[config.mk]
export PLATFORM = sky130hd
export DESIGN_NAME = tcoc_channel_ctrl
export DESIGN_NICKNAME = d
export VERILOG_FILES = /design/src/tcoc_pkg.sv /design/src/tcoc_channel_ctrl.sv
export SDC_FILE = /design/constraint.sdc
export NUM_CORES = 1
export LEC_CHECK = 0
export BUFFER_PORTS_ARGS = -buffer_cell sky130_fd_sc_hd__clkbuf_2
export CORE_MARGIN = 4
export CORE_UTILIZATION = 45
export DETAILED_ROUTE_END_ITERATION = 8
export GPL_ROUTABILITY_DRIVEN = 0
export PLACE_DENSITY_LB_ADDON = 0.1
export REMOVE_ABC_BUFFERS = 1
export SYNTH_ARGS = -nofsm -noshare
export SYNTH_HDL_FRONTEND = slang
export SYNTH_SLANG_ARGS = --single-unit
[constraint.sdc]
create_clock -name hclk -period 6.45 [get_ports hclk]
set_input_delay 1.935 -clock hclk [delete_from_list [all_inputs] [get_ports hclk]]
set_output_delay 1.935 -clock hclk [all_outputs]
set_load 0.005 [all_outputs]
[src/tcoc_pkg.sv]
package tcoc_pkg;
    localparam int TCOC_CHANS = 4;
    localparam int ADDR_TOP_LSB = 8;
    localparam int CH_LSB = 6;
    // per-channel byte offsets, channel stride 0x40
    localparam logic [5:0] OFS_CMP1 = 6'h00;
    localparam logic [5:0] OFS_CMP2 = 6'h04;
    localparam logic [5:0] OFS_CNT = 6'h08;
    localparam logic [5:0] OFS_HOLD = 6'h0C;
    localparam logic [5:0] OFS_LOAD = 6'h10;
    localparam logic [5:0] OFS_CTRL = 6'h14;
    localparam logic [5:0] OFS_CHANNEL_STATUS_CONTROL_REG = 6'h18;
    localparam logic [5:0] OFS_STAT = 6'h1C;
    localparam logic [5:0] OFS_INTEN = 6'h20;
    localparam logic [5:0] OFS_DMAEN = 6'h24;
    // status/control bits above the stored config field
    localparam int SC_W = 6;
    localparam int SC_FORCE = 6;
    localparam int SC_CHANNEL_OUTPUT_FLAG = 7;
    localparam int SC_PIN = 8;
    localparam int CT_EN = 0;
    localparam int CT_MODE_LSB = 1;
    localparam int FL_W = 4;
    localparam int ST_C1 = 1;
    localparam int DM_C1 = 0;
    localparam int DM_C2 = 1;
    localparam logic [15:0] CNT_RST = 16'h0000;
    localparam logic [15:0] CNT_MAX = 16'hFFFF;
    localparam logic [15:0] CNT_STEP = 16'h0001;
    localparam logic [31:0] WORD_ZERO = 32'h0000_0000;
    localparam logic [1:0] HRESP_OKAY = 2'h0;

    typedef enum logic [2:0] {
        OM_NONE    = 3'b000,
        OM_CLEAR   = 3'b001,
        OM_SET     = 3'b010,
        OM_TOGGLE  = 3'b011,
        OM_TOG_ALT = 3'b100,
        OM_SET_CLR = 3'b101
    } tcoc_omode_t;

    typedef enum logic [1:0] {
        BS_IDLE   = 2'b00,
        BS_WRITE  = 2'b01,
        BS_RDWAIT = 2'b10,
        BS_RDDONE = 2'b11
    } tcoc_bus_t;

    typedef struct packed {
        logic mreinit;
        logic mforce;
        logic master;
        logic pin_en;
        logic inv;
        logic val;
    } tcoc_channel_status_control_reg_t;

    typedef struct packed {
        logic ovf;
        logic c2;
        logic c1;
        logic cmp;
    } tcoc_flags_t;

    typedef struct packed {
        logic       hit;
        logic [1:0] ch;
        logic [5:0] ofs;
    } tcoc_acc_t;
endpackage

[src/tcoc_channel_ctrl.sv]
// Implementation choices: the address map and the AHB-Lite slave port.
`timescale 1ns/1ps
// Overview of operation
// - each channel has a selectable mode deciding how its output flag reacts to compare events.
// - each channel holds a value that is applied to its output flag on any force event.
// - a software force copies the stored forced value bit onto the output flag.
// - the pin shows the output flag inverted when invert is set, plain otherwise.
// - the pin is driven only while pin enable is set, otherwise it is an input.
// - a master channel broadcasts each of its compare events to all channels.
// - with master-force enabled, a broadcast compare event forces the output flag.
// - with master-reinit enabled, a broadcast compare event reloads the counter.
// - compare 1 and compare 2 DMA requests are enabled separately by mask bits.
// - compare 1 and compare 2 interrupts are enabled separately by mask bits.
// - all status flags read together as one word, including a general compare flag.
// - a counter read returns the live counter value.
// - a counter read snapshots every channel counter into its hold register.
// - writing ones to the status word clears only those flags.
module tcoc_channel_ctrl
    import tcoc_pkg::*;
(
    input  wire logic                  hclk,
    input  wire logic                  hresetn,
    input  wire logic                  hsel,
    input  wire logic [31:0]           haddr,
    input  wire logic [1:0]            htrans,
    input  wire logic                  hwrite,
    input  wire logic [2:0]            hsize,
    input  wire logic [31:0]           hwdata,
    input  wire logic                  hready,
    output logic      [31:0]           hrdata,
    output logic                       hreadyout,
    output logic      [1:0]            hresp,
    input  wire logic [TCOC_CHANS-1:0] pin_i,
    output logic      [TCOC_CHANS-1:0] pin_o,
    output logic      [TCOC_CHANS-1:0] pin_oe,
    output logic      [2*TCOC_CHANS-1:0] dma_req,
    output logic                       irq
);
    logic        [15:0] cmp1  [TCOC_CHANS];
    logic        [15:0] cmp2  [TCOC_CHANS];
    logic        [15:0] cnt   [TCOC_CHANS];
    logic        [15:0] hold  [TCOC_CHANS];
    logic        [15:0] load  [TCOC_CHANS];
    logic        [1:0]  dmae  [TCOC_CHANS];
    tcoc_omode_t        mode  [TCOC_CHANS];
    tcoc_channel_status_control_reg_t        sc    [TCOC_CHANS];
    tcoc_flags_t        st    [TCOC_CHANS];
    tcoc_flags_t        ie    [TCOC_CHANS];
    logic [TCOC_CHANS-1:0] en;
    logic [TCOC_CHANS-1:0] channel_output_flag;
    logic [TCOC_CHANS-1:0] ev_c1;
    logic [TCOC_CHANS-1:0] ev_c2;
    logic [TCOC_CHANS-1:0] ev_ovf;
    logic [TCOC_CHANS-1:0] sw_force;
    logic [TCOC_CHANS-1:0] cnt_wr;
    logic [TCOC_CHANS-1:0] mst_ch;
    logic [TCOC_CHANS-1:0] irq_ch;
    logic                  mst_evt;
    logic                  wr_now;
    logic                  accept;
    logic [31:0]           rd_word;
    tcoc_acc_t             acc;
    tcoc_bus_t             bstate;
    tcoc_bus_t             next_bstate;

    function automatic logic is_acc(tcoc_acc_t a, logic [1:0] ch,
                                    logic [5:0] ofs);
        return a.hit && (a.ch == ch) && (a.ofs == ofs);
    endfunction

    // bus slave: writes take no wait, reads one wait so a read
    // straight after a write sees the written value
    assign accept = hsel && hready && htrans[1];
    assign hreadyout = (bstate != BS_RDWAIT);
    assign hresp = HRESP_OKAY;
    assign wr_now = (bstate == BS_WRITE);

    always_comb begin
        next_bstate = bstate;
        case (bstate)
            BS_RDWAIT: next_bstate = BS_RDDONE;
            default: begin
                if (accept) begin
                    next_bstate = hwrite ? BS_WRITE : BS_RDWAIT;
                end else begin
                    next_bstate = BS_IDLE;
                end
            end
        endcase
    end

    always_ff @(posedge hclk or negedge hresetn) begin
        if (!hresetn) begin
            bstate <= BS_IDLE;
            acc <= '0;
        end else begin
            bstate <= next_bstate;
            if (hreadyout && accept) begin
                acc.hit <= (haddr[31:ADDR_TOP_LSB] == '0);
                acc.ch <= haddr[ADDR_TOP_LSB-1:CH_LSB];
                acc.ofs <= haddr[CH_LSB-1:0];
            end
        end
    end

    genvar g;
    for (g = 0; g < TCOC_CHANS; g++) begin : g_ch
        assign ev_c1[g] = en[g] && (cnt[g] == cmp1[g]);
        assign ev_c2[g] = en[g] && (cnt[g] == cmp2[g]);
        assign ev_ovf[g] = en[g] && (cnt[g] == CNT_MAX);
        assign sw_force[g] = wr_now && is_acc(acc, 2'(g), OFS_CHANNEL_STATUS_CONTROL_REG)
                             && hwdata[SC_FORCE];
        assign cnt_wr[g] = wr_now && is_acc(acc, 2'(g), OFS_CNT);
        assign mst_ch[g] = sc[g].master && (ev_c1[g] || ev_c2[g]);
        assign irq_ch[g] = |(st[g] & ie[g]);
        assign pin_o[g] = channel_output_flag[g] ^ sc[g].inv;
        assign pin_oe[g] = sc[g].pin_en;
    end
    assign mst_evt = |mst_ch;
    assign irq = |irq_ch;

    // counter: bus write beats master reload beats compare reload
    always_ff @(posedge hclk or negedge hresetn) begin
        if (!hresetn) begin
            for (int i = 0; i < TCOC_CHANS; i++) begin
                cnt[i] <= CNT_RST;
            end
        end else begin
            for (int i = 0; i < TCOC_CHANS; i++) begin
                if (cnt_wr[i]) begin
                    cnt[i] <= hwdata[15:0];
                end else if (mst_evt && sc[i].mreinit) begin
                    cnt[i] <= load[i];
                end else if (ev_c1[i]) begin
                    cnt[i] <= load[i];
                end else if (en[i]) begin
                    cnt[i] <= cnt[i] + CNT_STEP;
                end
            end
        end
    end

    always_ff @(posedge hclk or negedge hresetn) begin
        if (!hresetn) begin
            for (int i = 0; i < TCOC_CHANS; i++) begin
                cmp1[i] <= CNT_RST;
                cmp2[i] <= CNT_RST;
                load[i] <= CNT_RST;
                mode[i] <= OM_NONE;
                sc[i] <= '0;
                ie[i] <= '0;
                dmae[i] <= '0;
            end
            en <= '0;
        end else if (wr_now) begin
            for (int i = 0; i < TCOC_CHANS; i++) begin
                if (is_acc(acc, 2'(i), OFS_CMP1)) begin
                    cmp1[i] <= hwdata[15:0];
                end
                if (is_acc(acc, 2'(i), OFS_CMP2)) begin
                    cmp2[i] <= hwdata[15:0];
                end
                if (is_acc(acc, 2'(i), OFS_LOAD)) begin
                    load[i] <= hwdata[15:0];
                end
                if (is_acc(acc, 2'(i), OFS_CTRL)) begin
                    en[i] <= hwdata[CT_EN];
                    mode[i] <= tcoc_omode_t'(hwdata[CT_MODE_LSB +: 3]);
                end
                if (is_acc(acc, 2'(i), OFS_CHANNEL_STATUS_CONTROL_REG)) begin
                    sc[i] <= tcoc_channel_status_control_reg_t'(hwdata[SC_W-1:0]);
                end
                if (is_acc(acc, 2'(i), OFS_INTEN)) begin
                    ie[i] <= tcoc_flags_t'(hwdata[FL_W-1:0]);
                end
                if (is_acc(acc, 2'(i), OFS_DMAEN)) begin
                    dmae[i] <= hwdata[1:0];
                end
            end
        end
    end

    // sticky flags: a set in the clearing cycle survives
    always_ff @(posedge hclk or negedge hresetn) begin
        if (!hresetn) begin
            for (int i = 0; i < TCOC_CHANS; i++) begin
                st[i] <= '0;
            end
        end else begin
            for (int i = 0; i < TCOC_CHANS; i++) begin
                st[i] <= (st[i] & ~((wr_now && is_acc(acc, 2'(i), OFS_STAT))
                         ? tcoc_flags_t'(hwdata[FL_W-1:0]) : '0))
                         | {ev_ovf[i], ev_c2[i], ev_c1[i],
                            ev_c1[i] || ev_c2[i]};
            end
        end
    end

    // force uses the stored value, not one written alongside it
    always_ff @(posedge hclk or negedge hresetn) begin
        if (!hresetn) begin
            channel_output_flag <= '0;
        end else begin
            for (int i = 0; i < TCOC_CHANS; i++) begin
                if (sw_force[i]) begin
                    channel_output_flag[i] <= sc[i].val;
                end else if (mst_evt && sc[i].mforce) begin
                    channel_output_flag[i] <= sc[i].val;
                end else begin
                    case (mode[i])
                        OM_CLEAR: if (ev_c1[i]) channel_output_flag[i] <= 1'h0;
                        OM_SET: if (ev_c1[i]) channel_output_flag[i] <= 1'h1;
                        OM_TOGGLE: if (ev_c1[i]) channel_output_flag[i] <= ~channel_output_flag[i];
                        OM_TOG_ALT: begin
                            if (ev_c1[i] || ev_c2[i]) channel_output_flag[i] <= ~channel_output_flag[i];
                        end
                        OM_SET_CLR: begin
                            if (ev_c1[i]) begin
                                channel_output_flag[i] <= 1'h1;
                            end else if (ev_c2[i]) begin
                                channel_output_flag[i] <= 1'h0;
                            end
                        end
                        default: channel_output_flag[i] <= channel_output_flag[i];
                    endcase
                end
            end
        end
    end

    always_ff @(posedge hclk or negedge hresetn) begin
        if (!hresetn) begin
            dma_req <= '0;
        end else begin
            for (int i = 0; i < TCOC_CHANS; i++) begin
                dma_req[2*i] <= dmae[i][DM_C1] && ev_c1[i];
                dma_req[2*i+1] <= dmae[i][DM_C2] && ev_c2[i];
            end
        end
    end

    always_comb begin
        rd_word = WORD_ZERO;
        if (!acc.hit) begin
            rd_word = WORD_ZERO;
        end else if (acc.ofs == OFS_CMP1) begin
            rd_word[15:0] = cmp1[acc.ch];
        end else if (acc.ofs == OFS_CMP2) begin
            rd_word[15:0] = cmp2[acc.ch];
        end else if (acc.ofs == OFS_CNT) begin
            rd_word[15:0] = cnt[acc.ch];
        end else if (acc.ofs == OFS_HOLD) begin
            rd_word[15:0] = hold[acc.ch];
        end else if (acc.ofs == OFS_LOAD) begin
            rd_word[15:0] = load[acc.ch];
        end else if (acc.ofs == OFS_CTRL) begin
            rd_word[CT_MODE_LSB +: 3] = mode[acc.ch];
            rd_word[CT_EN] = en[acc.ch];
        end else if (acc.ofs == OFS_CHANNEL_STATUS_CONTROL_REG) begin
            rd_word[SC_W-1:0] = sc[acc.ch];
            rd_word[SC_CHANNEL_OUTPUT_FLAG] = channel_output_flag[acc.ch];
            rd_word[SC_PIN] = pin_i[acc.ch];
        end else if (acc.ofs == OFS_STAT) begin
            rd_word[FL_W-1:0] = st[acc.ch];
        end else if (acc.ofs == OFS_INTEN) begin
            rd_word[FL_W-1:0] = ie[acc.ch];
        end else if (acc.ofs == OFS_DMAEN) begin
            rd_word[1:0] = dmae[acc.ch];
        end
    end

    // live sample and hold snapshot share one edge
    always_ff @(posedge hclk or negedge hresetn) begin
        if (!hresetn) begin
            hrdata <= WORD_ZERO;
            for (int i = 0; i < TCOC_CHANS; i++) begin
                hold[i] <= CNT_RST;
            end
        end else if (bstate == BS_RDWAIT) begin
            hrdata <= rd_word;
            if (acc.hit && acc.ofs == OFS_CNT) begin
                for (int i = 0; i < TCOC_CHANS; i++) begin
                    hold[i] <= cnt[i];
                end
            end
        end
    end
endmodule

# Word level (Yosys, flattened, before mapping)
# Cells that the tools add are included.
[word_totals]
reg_bits = 439
out_inout_bits = 52
[op_classes]
reduce_logical = 142
addsub = 4
muxes = 114
eq_ne = 67
magnitude_cmp = 2
bitwise_logic = 25
[ops]
columns = ["op", "count"]
rows = [
  ["16-bit 2-to-1 mux", 31],
  ["16-bit binary-select mux with 2-bit select", 5],
  ["16-bit equality test", 8],
  ["1-bit logical AND", 92],
  ["16-bit by 1-bit adder with 16-bit output, second input constant", 4],
  ["16-bit equality test, second input constant", 4],
  ["4-bit != test, second input constant", 16],
  ["2-bit AND reduction", 29],
  ["4-bit 2-to-1 mux", 11],
  ["1-bit 2-to-1 mux", 36],
  ["4-bit bitwise AND", 8],
  ["7-bit nonzero test", 4],
  ["2-bit 2-to-1 mux", 13],
  ["3-bit by 2-bit equality test with 1-bit output, second input constant", 8],
  ["3-bit equality test, second input constant", 8],
  ["6-bit by 5-bit equality test with 1-bit output, second input constant", 4],
  ["24-bit zero test", 1],
  ["6-bit AND reduction", 4],
  ["5-bit != test, second input constant", 4],
  ["1-bit one-hot mux with 5 select lines", 4],
  ["6-bit 2-to-1 mux", 3],
  ["4-bit binary-select mux with 2-bit select", 2],
  ["4-bit inverter", 4],
  ["4-bit bitwise OR", 4],
  ["24 further kinds", 47],
]

# Depth between registers and ports, before layout
[logic_depth]
ltp_word = 15
depth_mapped = 12

# Worst setup path before layout
# Ideal clock, no wire load.
[synth_timing]
kind = "reg-to-output"
startpoint = "register bstate[0]"
endpoint = "output hreadyout"
setup_slack_ns = 3.428
stages_incl_launch_ff = 5
t_arrival_ns = 1.087
n_path_buf = 2
required_time_ns = 4.515
cell_sequence = "dfrtp_1 -> nor2b_1 -> clkbuf_1 -> clkinv_1 -> clkbuf_1"
[synth_between]
elab_chain_len = 1
[synth_rtl]
columns = ["element", "line", "source"]
rows = [
  ["from (decl)", "tcoc_channel_ctrl.sv:63", "tcoc_bus_t bstate;"],
  ["from (signal assigned)", "tcoc_channel_ctrl.sv:97", "bstate <= next_bstate;"],
  ["2-bit != test", "tcoc_channel_ctrl.sv:74", "assign hreadyout = (bstate != BS_RDWAIT);"],
  ["to (decl)", "tcoc_channel_ctrl.sv:31", "output logic hreadyout,"],
]
# Every way passes these cells.

# Final worst setup path
[layout_timing]
startpoint = "register cnt[18] (netlist bit)"
endpoint = "register cnt[15] (netlist bit)"
[layout_between]
elab_chain_len = 8
elab_cells_between_ends = 11
cone_classes = "2 x eq/ne; 2 x mux; 7 x reduce/logical"
[layout_rtl]
columns = ["element", "line", "source"]
rows = [
  ["from (decl)", "tcoc_channel_ctrl.sv:41", "logic [15:0] cnt [TCOC_CHANS];"],
  ["from (signal, indexed assignment)", "tcoc_channel_ctrl.sv:131", "cnt[i] <= hwdata[15:0];"],
  ["from (signal, indexed assignment)", "tcoc_channel_ctrl.sv:133", "cnt[i] <= load[i];"],
  ["from (signal, indexed assignment)", "tcoc_channel_ctrl.sv:135", "cnt[i] <= load[i];"],
  ["16-bit equality test, on equally long branches", "tcoc_channel_ctrl.sv:108, tcoc_channel_ctrl.sv:109", ""],
  ["1-bit logical AND, on equally long branches", "tcoc_channel_ctrl.sv:108, tcoc_channel_ctrl.sv:109", ""],
  ["1-bit logical OR (*)", "tcoc_channel_ctrl.sv:114", "assign mst_ch[g] = sc[g].master && (ev_c1[g] || ev_c2[g]);"],
  ["1-bit logical AND (*)", "tcoc_channel_ctrl.sv:114", ""],
  ["4-bit OR reduction (*)", "tcoc_channel_ctrl.sv:119", "assign mst_evt = |mst_ch;"],
  ["1-bit logical AND (*)", "tcoc_channel_ctrl.sv:132", "end else if (mst_evt && sc[i].mreinit) begin"],
  ["16-bit 2-to-1 mux", "tcoc_channel_ctrl.sv:132", ""],
  ["16-bit 2-to-1 mux", "tcoc_channel_ctrl.sv:130", "if (cnt_wr[i]) begin"],
]
# Mark *: on every way between the ends. The rest lies on a longest branch, timed or not.
# A chain may end at the register's enable or synchronous reset.

==> flow_summary.toml <==
[sta]
max_freq_mhz = 223.1
largest_clock_skew_in_the_final_design_ps = 21.80
timing.final.setup_violations = 0
final-hold-violation-count = 0
worst_pin_slew_ps = 1308
share_of_the_cycle_needed_by_the_critical_path_after_routing_pct = 69.50
fin_max_slew_vios = 0
post-route-min-period_ps = 4483
fin_hold_ws_ps = 477.4
setup_tns_ps = 0
maxSlewHeadroom_pct = 11.59
rsz0062_at_grt = "no"

[floorplan]
floorplan.io_pins = 130
start_util_pct = 45.41
fp-row-count = 87
die_area_mm2 = 0.06067
chipWidth_um = 246.3
core_mm2 = 0.05628
die_h_um = 246.3

[global_routing]
grt_max_degree = 129
grt_overflow = 0
number_of_antenna_violations_at_the_first_check_in_global_routing = 2
via_count_of_the_first_global_routing_pass = 20180
use_met1_pct = 46.21
grt_use_total_pct = 33.65
grt_busiest_layer = "met2"
use_met2_pct = 49.61
wire_length_of_the_first_global_routing_pass_um = 147300
global_route.usage.met3_pct = 8.217

[setup_path]
worstPathMaxFanout = 13
worstSetupPathType = "flip-flop to flip-flop"
worst_setup_path_start_kind = "flip-flop"
crit_required_ps = 6940
worst_ep_arrival_time_ps = 4980
worst_setup_path_end_kind = "flip-flop"

[clock_network]
cts.sinks = 439
number_of_buffers_between_clock_root_and_the_deepest_sink = 3
cts_setup_buffers = 0
cts.root.buffer_cell = "sky130_fd_sc_hd__clkbuf_16"
cts-buffers-inserted = 52
cts_tree = "yes"
latest_clock_arrival_within_the_worst_skew_pair_ps = 620
cts.clk_slew.worst_paths_ps = 60
clock_tree.htree_level_count = 2
ctsResizeCount = 0
post_cts_hold_buffer_count = 0

[pwr]
vdd_drop_max_mv = 0.1880
total_power_density_per_cell_area_mw_per_mm2 = 294.6
leakage_dissipation_nw = 12.44

[synth]
postSynth.topFlopCell = "sky130_fd_sc_hd__dfrtp_1"
ys_async_sr_fraction_pct = 100.0
synth.cell_area_mm2 = 0.02556
synth_enable_flop_cells = 0
syn_inst = 2379
yosysWarnings = 0
synth_seq_area_share_pct = 42.99
synthesis.area_per_instance_um2 = 10.74
synth_cell_type_count = 83
synth-seq-cells = 439

[placement]
hpwlAfterDp_um = 71580
dpl-instance-area_mm2 = 0.02656
numPortBuffers = 91

[finish]
area_delta_synth_final_pct = 11.10
num-nets-final = 2467
layout.cell_area.non_filler_mm2 = 0.02839
final_layout_size_suffix_gt1_share_pct = 27.15
layout.cells.most_common_list = "sky130_fd_sc_hd__dfrtp_1, sky130_fd_sc_hd__mux2_2, sky130_fd_sc_hd__nand2_1"
layout.cells.most_common = "sky130_fd_sc_hd__dfrtp_1"
num-fill-cells = 5115
final_util_pct = 50.45
multi_input_area_mm2 = 0.01355
final-seq-area_mm2 = 0.01099

[route]
dr.first_iter.drc_count = 2864
avgViaCountPerCell = 6.644
wire_per_inst_um = 32.43
drt_drc_violations_left = 0
drt-pass1-iter-count = 8
route.vias.total = 21140
route.final.wire_length_um = 103200
detail-route-antenna-nets = 0

[hold_path]
worstHoldPathType = "flip-flop to flip-flop"

[run]
cap_viol_max_count = 0

[run_status]
run_status = "finished clean"
-- where the power goes --
part           internal, W  switching, W  total, W
Combinational     0.000785       0.00112   0.00190
Sequential         0.00288      0.000404   0.00329
Clock              0.00196       0.00121   0.00317
Total              0.00563       0.00274   0.00837
-- routing by layer --
| metal | up-vias | routed length (um) |
|---|---|---|
| li1 | 8680 | - |
| met1 | 10760 | 41230 |
| met2 | 1353 | 44630 |
| met3 | 343 | 10750 |
| met4 | 0 | 6551 |
| met5 | - | 0 |
-- Yosys cell counts, types with 8 or more instances --
library cell | count | share of area, %
sky130_fd_sc_hd__or3_1 | 10 | 0.24
sky130_fd_sc_hd__a22o_1 | 19 | 0.65
sky130_fd_sc_hd__nor2b_1 | 19 | 0.47
sky130_fd_sc_hd__o22ai_1 | 12 | 0.29
sky130_fd_sc_hd__o21ai_0 | 119 | 2.3
sky130_fd_sc_hd__clkbuf_1 | 122 | 1.8
sky130_fd_sc_hd__a22oi_1 | 12 | 0.35
sky130_fd_sc_hd__a21oi_1 | 79 | 1.5
sky130_fd_sc_hd__a31oi_1 | 52 | 1.3
sky130_fd_sc_hd__mux2i_1 | 33 | 1.3
sky130_fd_sc_hd__xnor2_1 | 40 | 1.4
sky130_fd_sc_hd__nand3_1 | 70 | 1.4
sky130_fd_sc_hd__nor3_1 | 36 | 0.71
sky130_fd_sc_hd__nor4_1 | 46 | 1.1
sky130_fd_sc_hd__o21ai_1 | 16 | 0.31
sky130_fd_sc_hd__and3_1 | 23 | 0.56
sky130_fd_sc_hd__buf_4 | 27 | 0.79
sky130_fd_sc_hd__inv_1 | 32 | 0.47
sky130_fd_sc_hd__buf_2 | 55 | 1.1
sky130_fd_sc_hd__nor2_1 | 139 | 2.0
sky130_fd_sc_hd__xor2_1 | 114 | 3.9
sky130_fd_sc_hd__nand4_1 | 20 | 0.49
sky130_fd_sc_hd__nand2b_1 | 16 | 0.39
sky130_fd_sc_hd__mux4_2 | 102 | 9.0
sky130_fd_sc_hd__mux2_2 | 286 | 13
sky130_fd_sc_hd__a221oi_1 | 18 | 0.62
sky130_fd_sc_hd__o32a_1 | 8 | 0.31
sky130_fd_sc_hd__nand2_1 | 231 | 3.4
sky130_fd_sc_hd__a21o_1 | 13 | 0.38
sky130_fd_sc_hd__and4_1 | 9 | 0.31
sky130_fd_sc_hd__buf_1 | 8 | 0.12
sky130_fd_sc_hd__dfrtp_1 | 439 | 43
sky130_fd_sc_hd__and2_1 | 18 | 0.44
sky130_fd_sc_hd__ha_1 | 8 | 0.39
-- final timing paths --
| kind | from | endpoint | slack [ps] | cells after the start |
|---|---|---|---|---|
| worst max-delay path | cnt[18] | cnt[15] | 1970 | 7 |
| worst min-delay path | hold[11] | hold[11] | 480 | 2 |
| worst max register to register | cnt[18] | cnt[15] | 1970 | 7 |
| worst min register to register | hold[11] | hold[11] | 480 | 2 |
| max in group asynchronous | hresetn | load[15] | 3850 | 2 |
| min in group asynchronous | hresetn | sc[18] | 1290 | 1 |
-- state kept, by name (all words and copies together) (netlist names), 20 cells and up --
signal	cells
hold	64
cnt	64
sc	20
cmp2	64
cmp1	64
load	64
-- metrics by stage --
| stage | instances | total power, W | setup slack, ps |
|---|---|---|---|
| 2_1_floorplan | 2179 | 0.004391 | 803.5 |
| 3_3_place_gp | 3083 | 0.005151 | 2293 |
| 3_5_place_dp | 3083 | 0.005172 | 2270 |
| 4_1_cts | 3176 | 0.008349 | 2245 |
| 5_1_grt | 3176 | 0.008614 | 2071 |
| 6_report | 3181 | 0.008365 | 1967 |
-- logic make-up (layout without fill, tap and decap cells) --
family,after synthesis,count (layout),share of synthesized area (%)
other,1,23,0.01467
and+or+nand+nor,685,685,13.28
muxes,422,422,22.93
xor gates and xnor gates,154,154,5.278
DFF,439,439,42.99
adders and majority gates,8,8,0.3917
buffers and inverters,251,275,4.499
AOI/OAI and AO/OA,419,419,10.62
-- worst max-delay path: stages, from the launching register on --
cell and delay [ps]:
sky130_fd_sc_hd__dfrtp_1 790, sky130_fd_sc_hd__xor2_1 150, sky130_fd_sc_hd__or4_1 530, sky130_fd_sc_hd__nor4_1 900, sky130_fd_sc_hd__o21ai_1 450, sky130_fd_sc_hd__a41oi_2 1020
sky130_fd_sc_hd__nor4b_1 130, sky130_fd_sc_hd__o32a_1 360
-- area by class of cell --
| class | instances | share of cell area, % |
|---|---|---|
| antenna | 5 | 0.04407 |
| multi-input combinational | 1706 | 47.72 |
| sequential | 439 | 38.72 |
| clock inverter | 12 | 0.9430 |
| clock buffer | 81 | 5.464 |
| inverter | 34 | 0.4495 |
| timing repair buffer | 148 | 3.323 |
| tap | 756 | 3.331 |
Power figures use the tool's default switching activity.
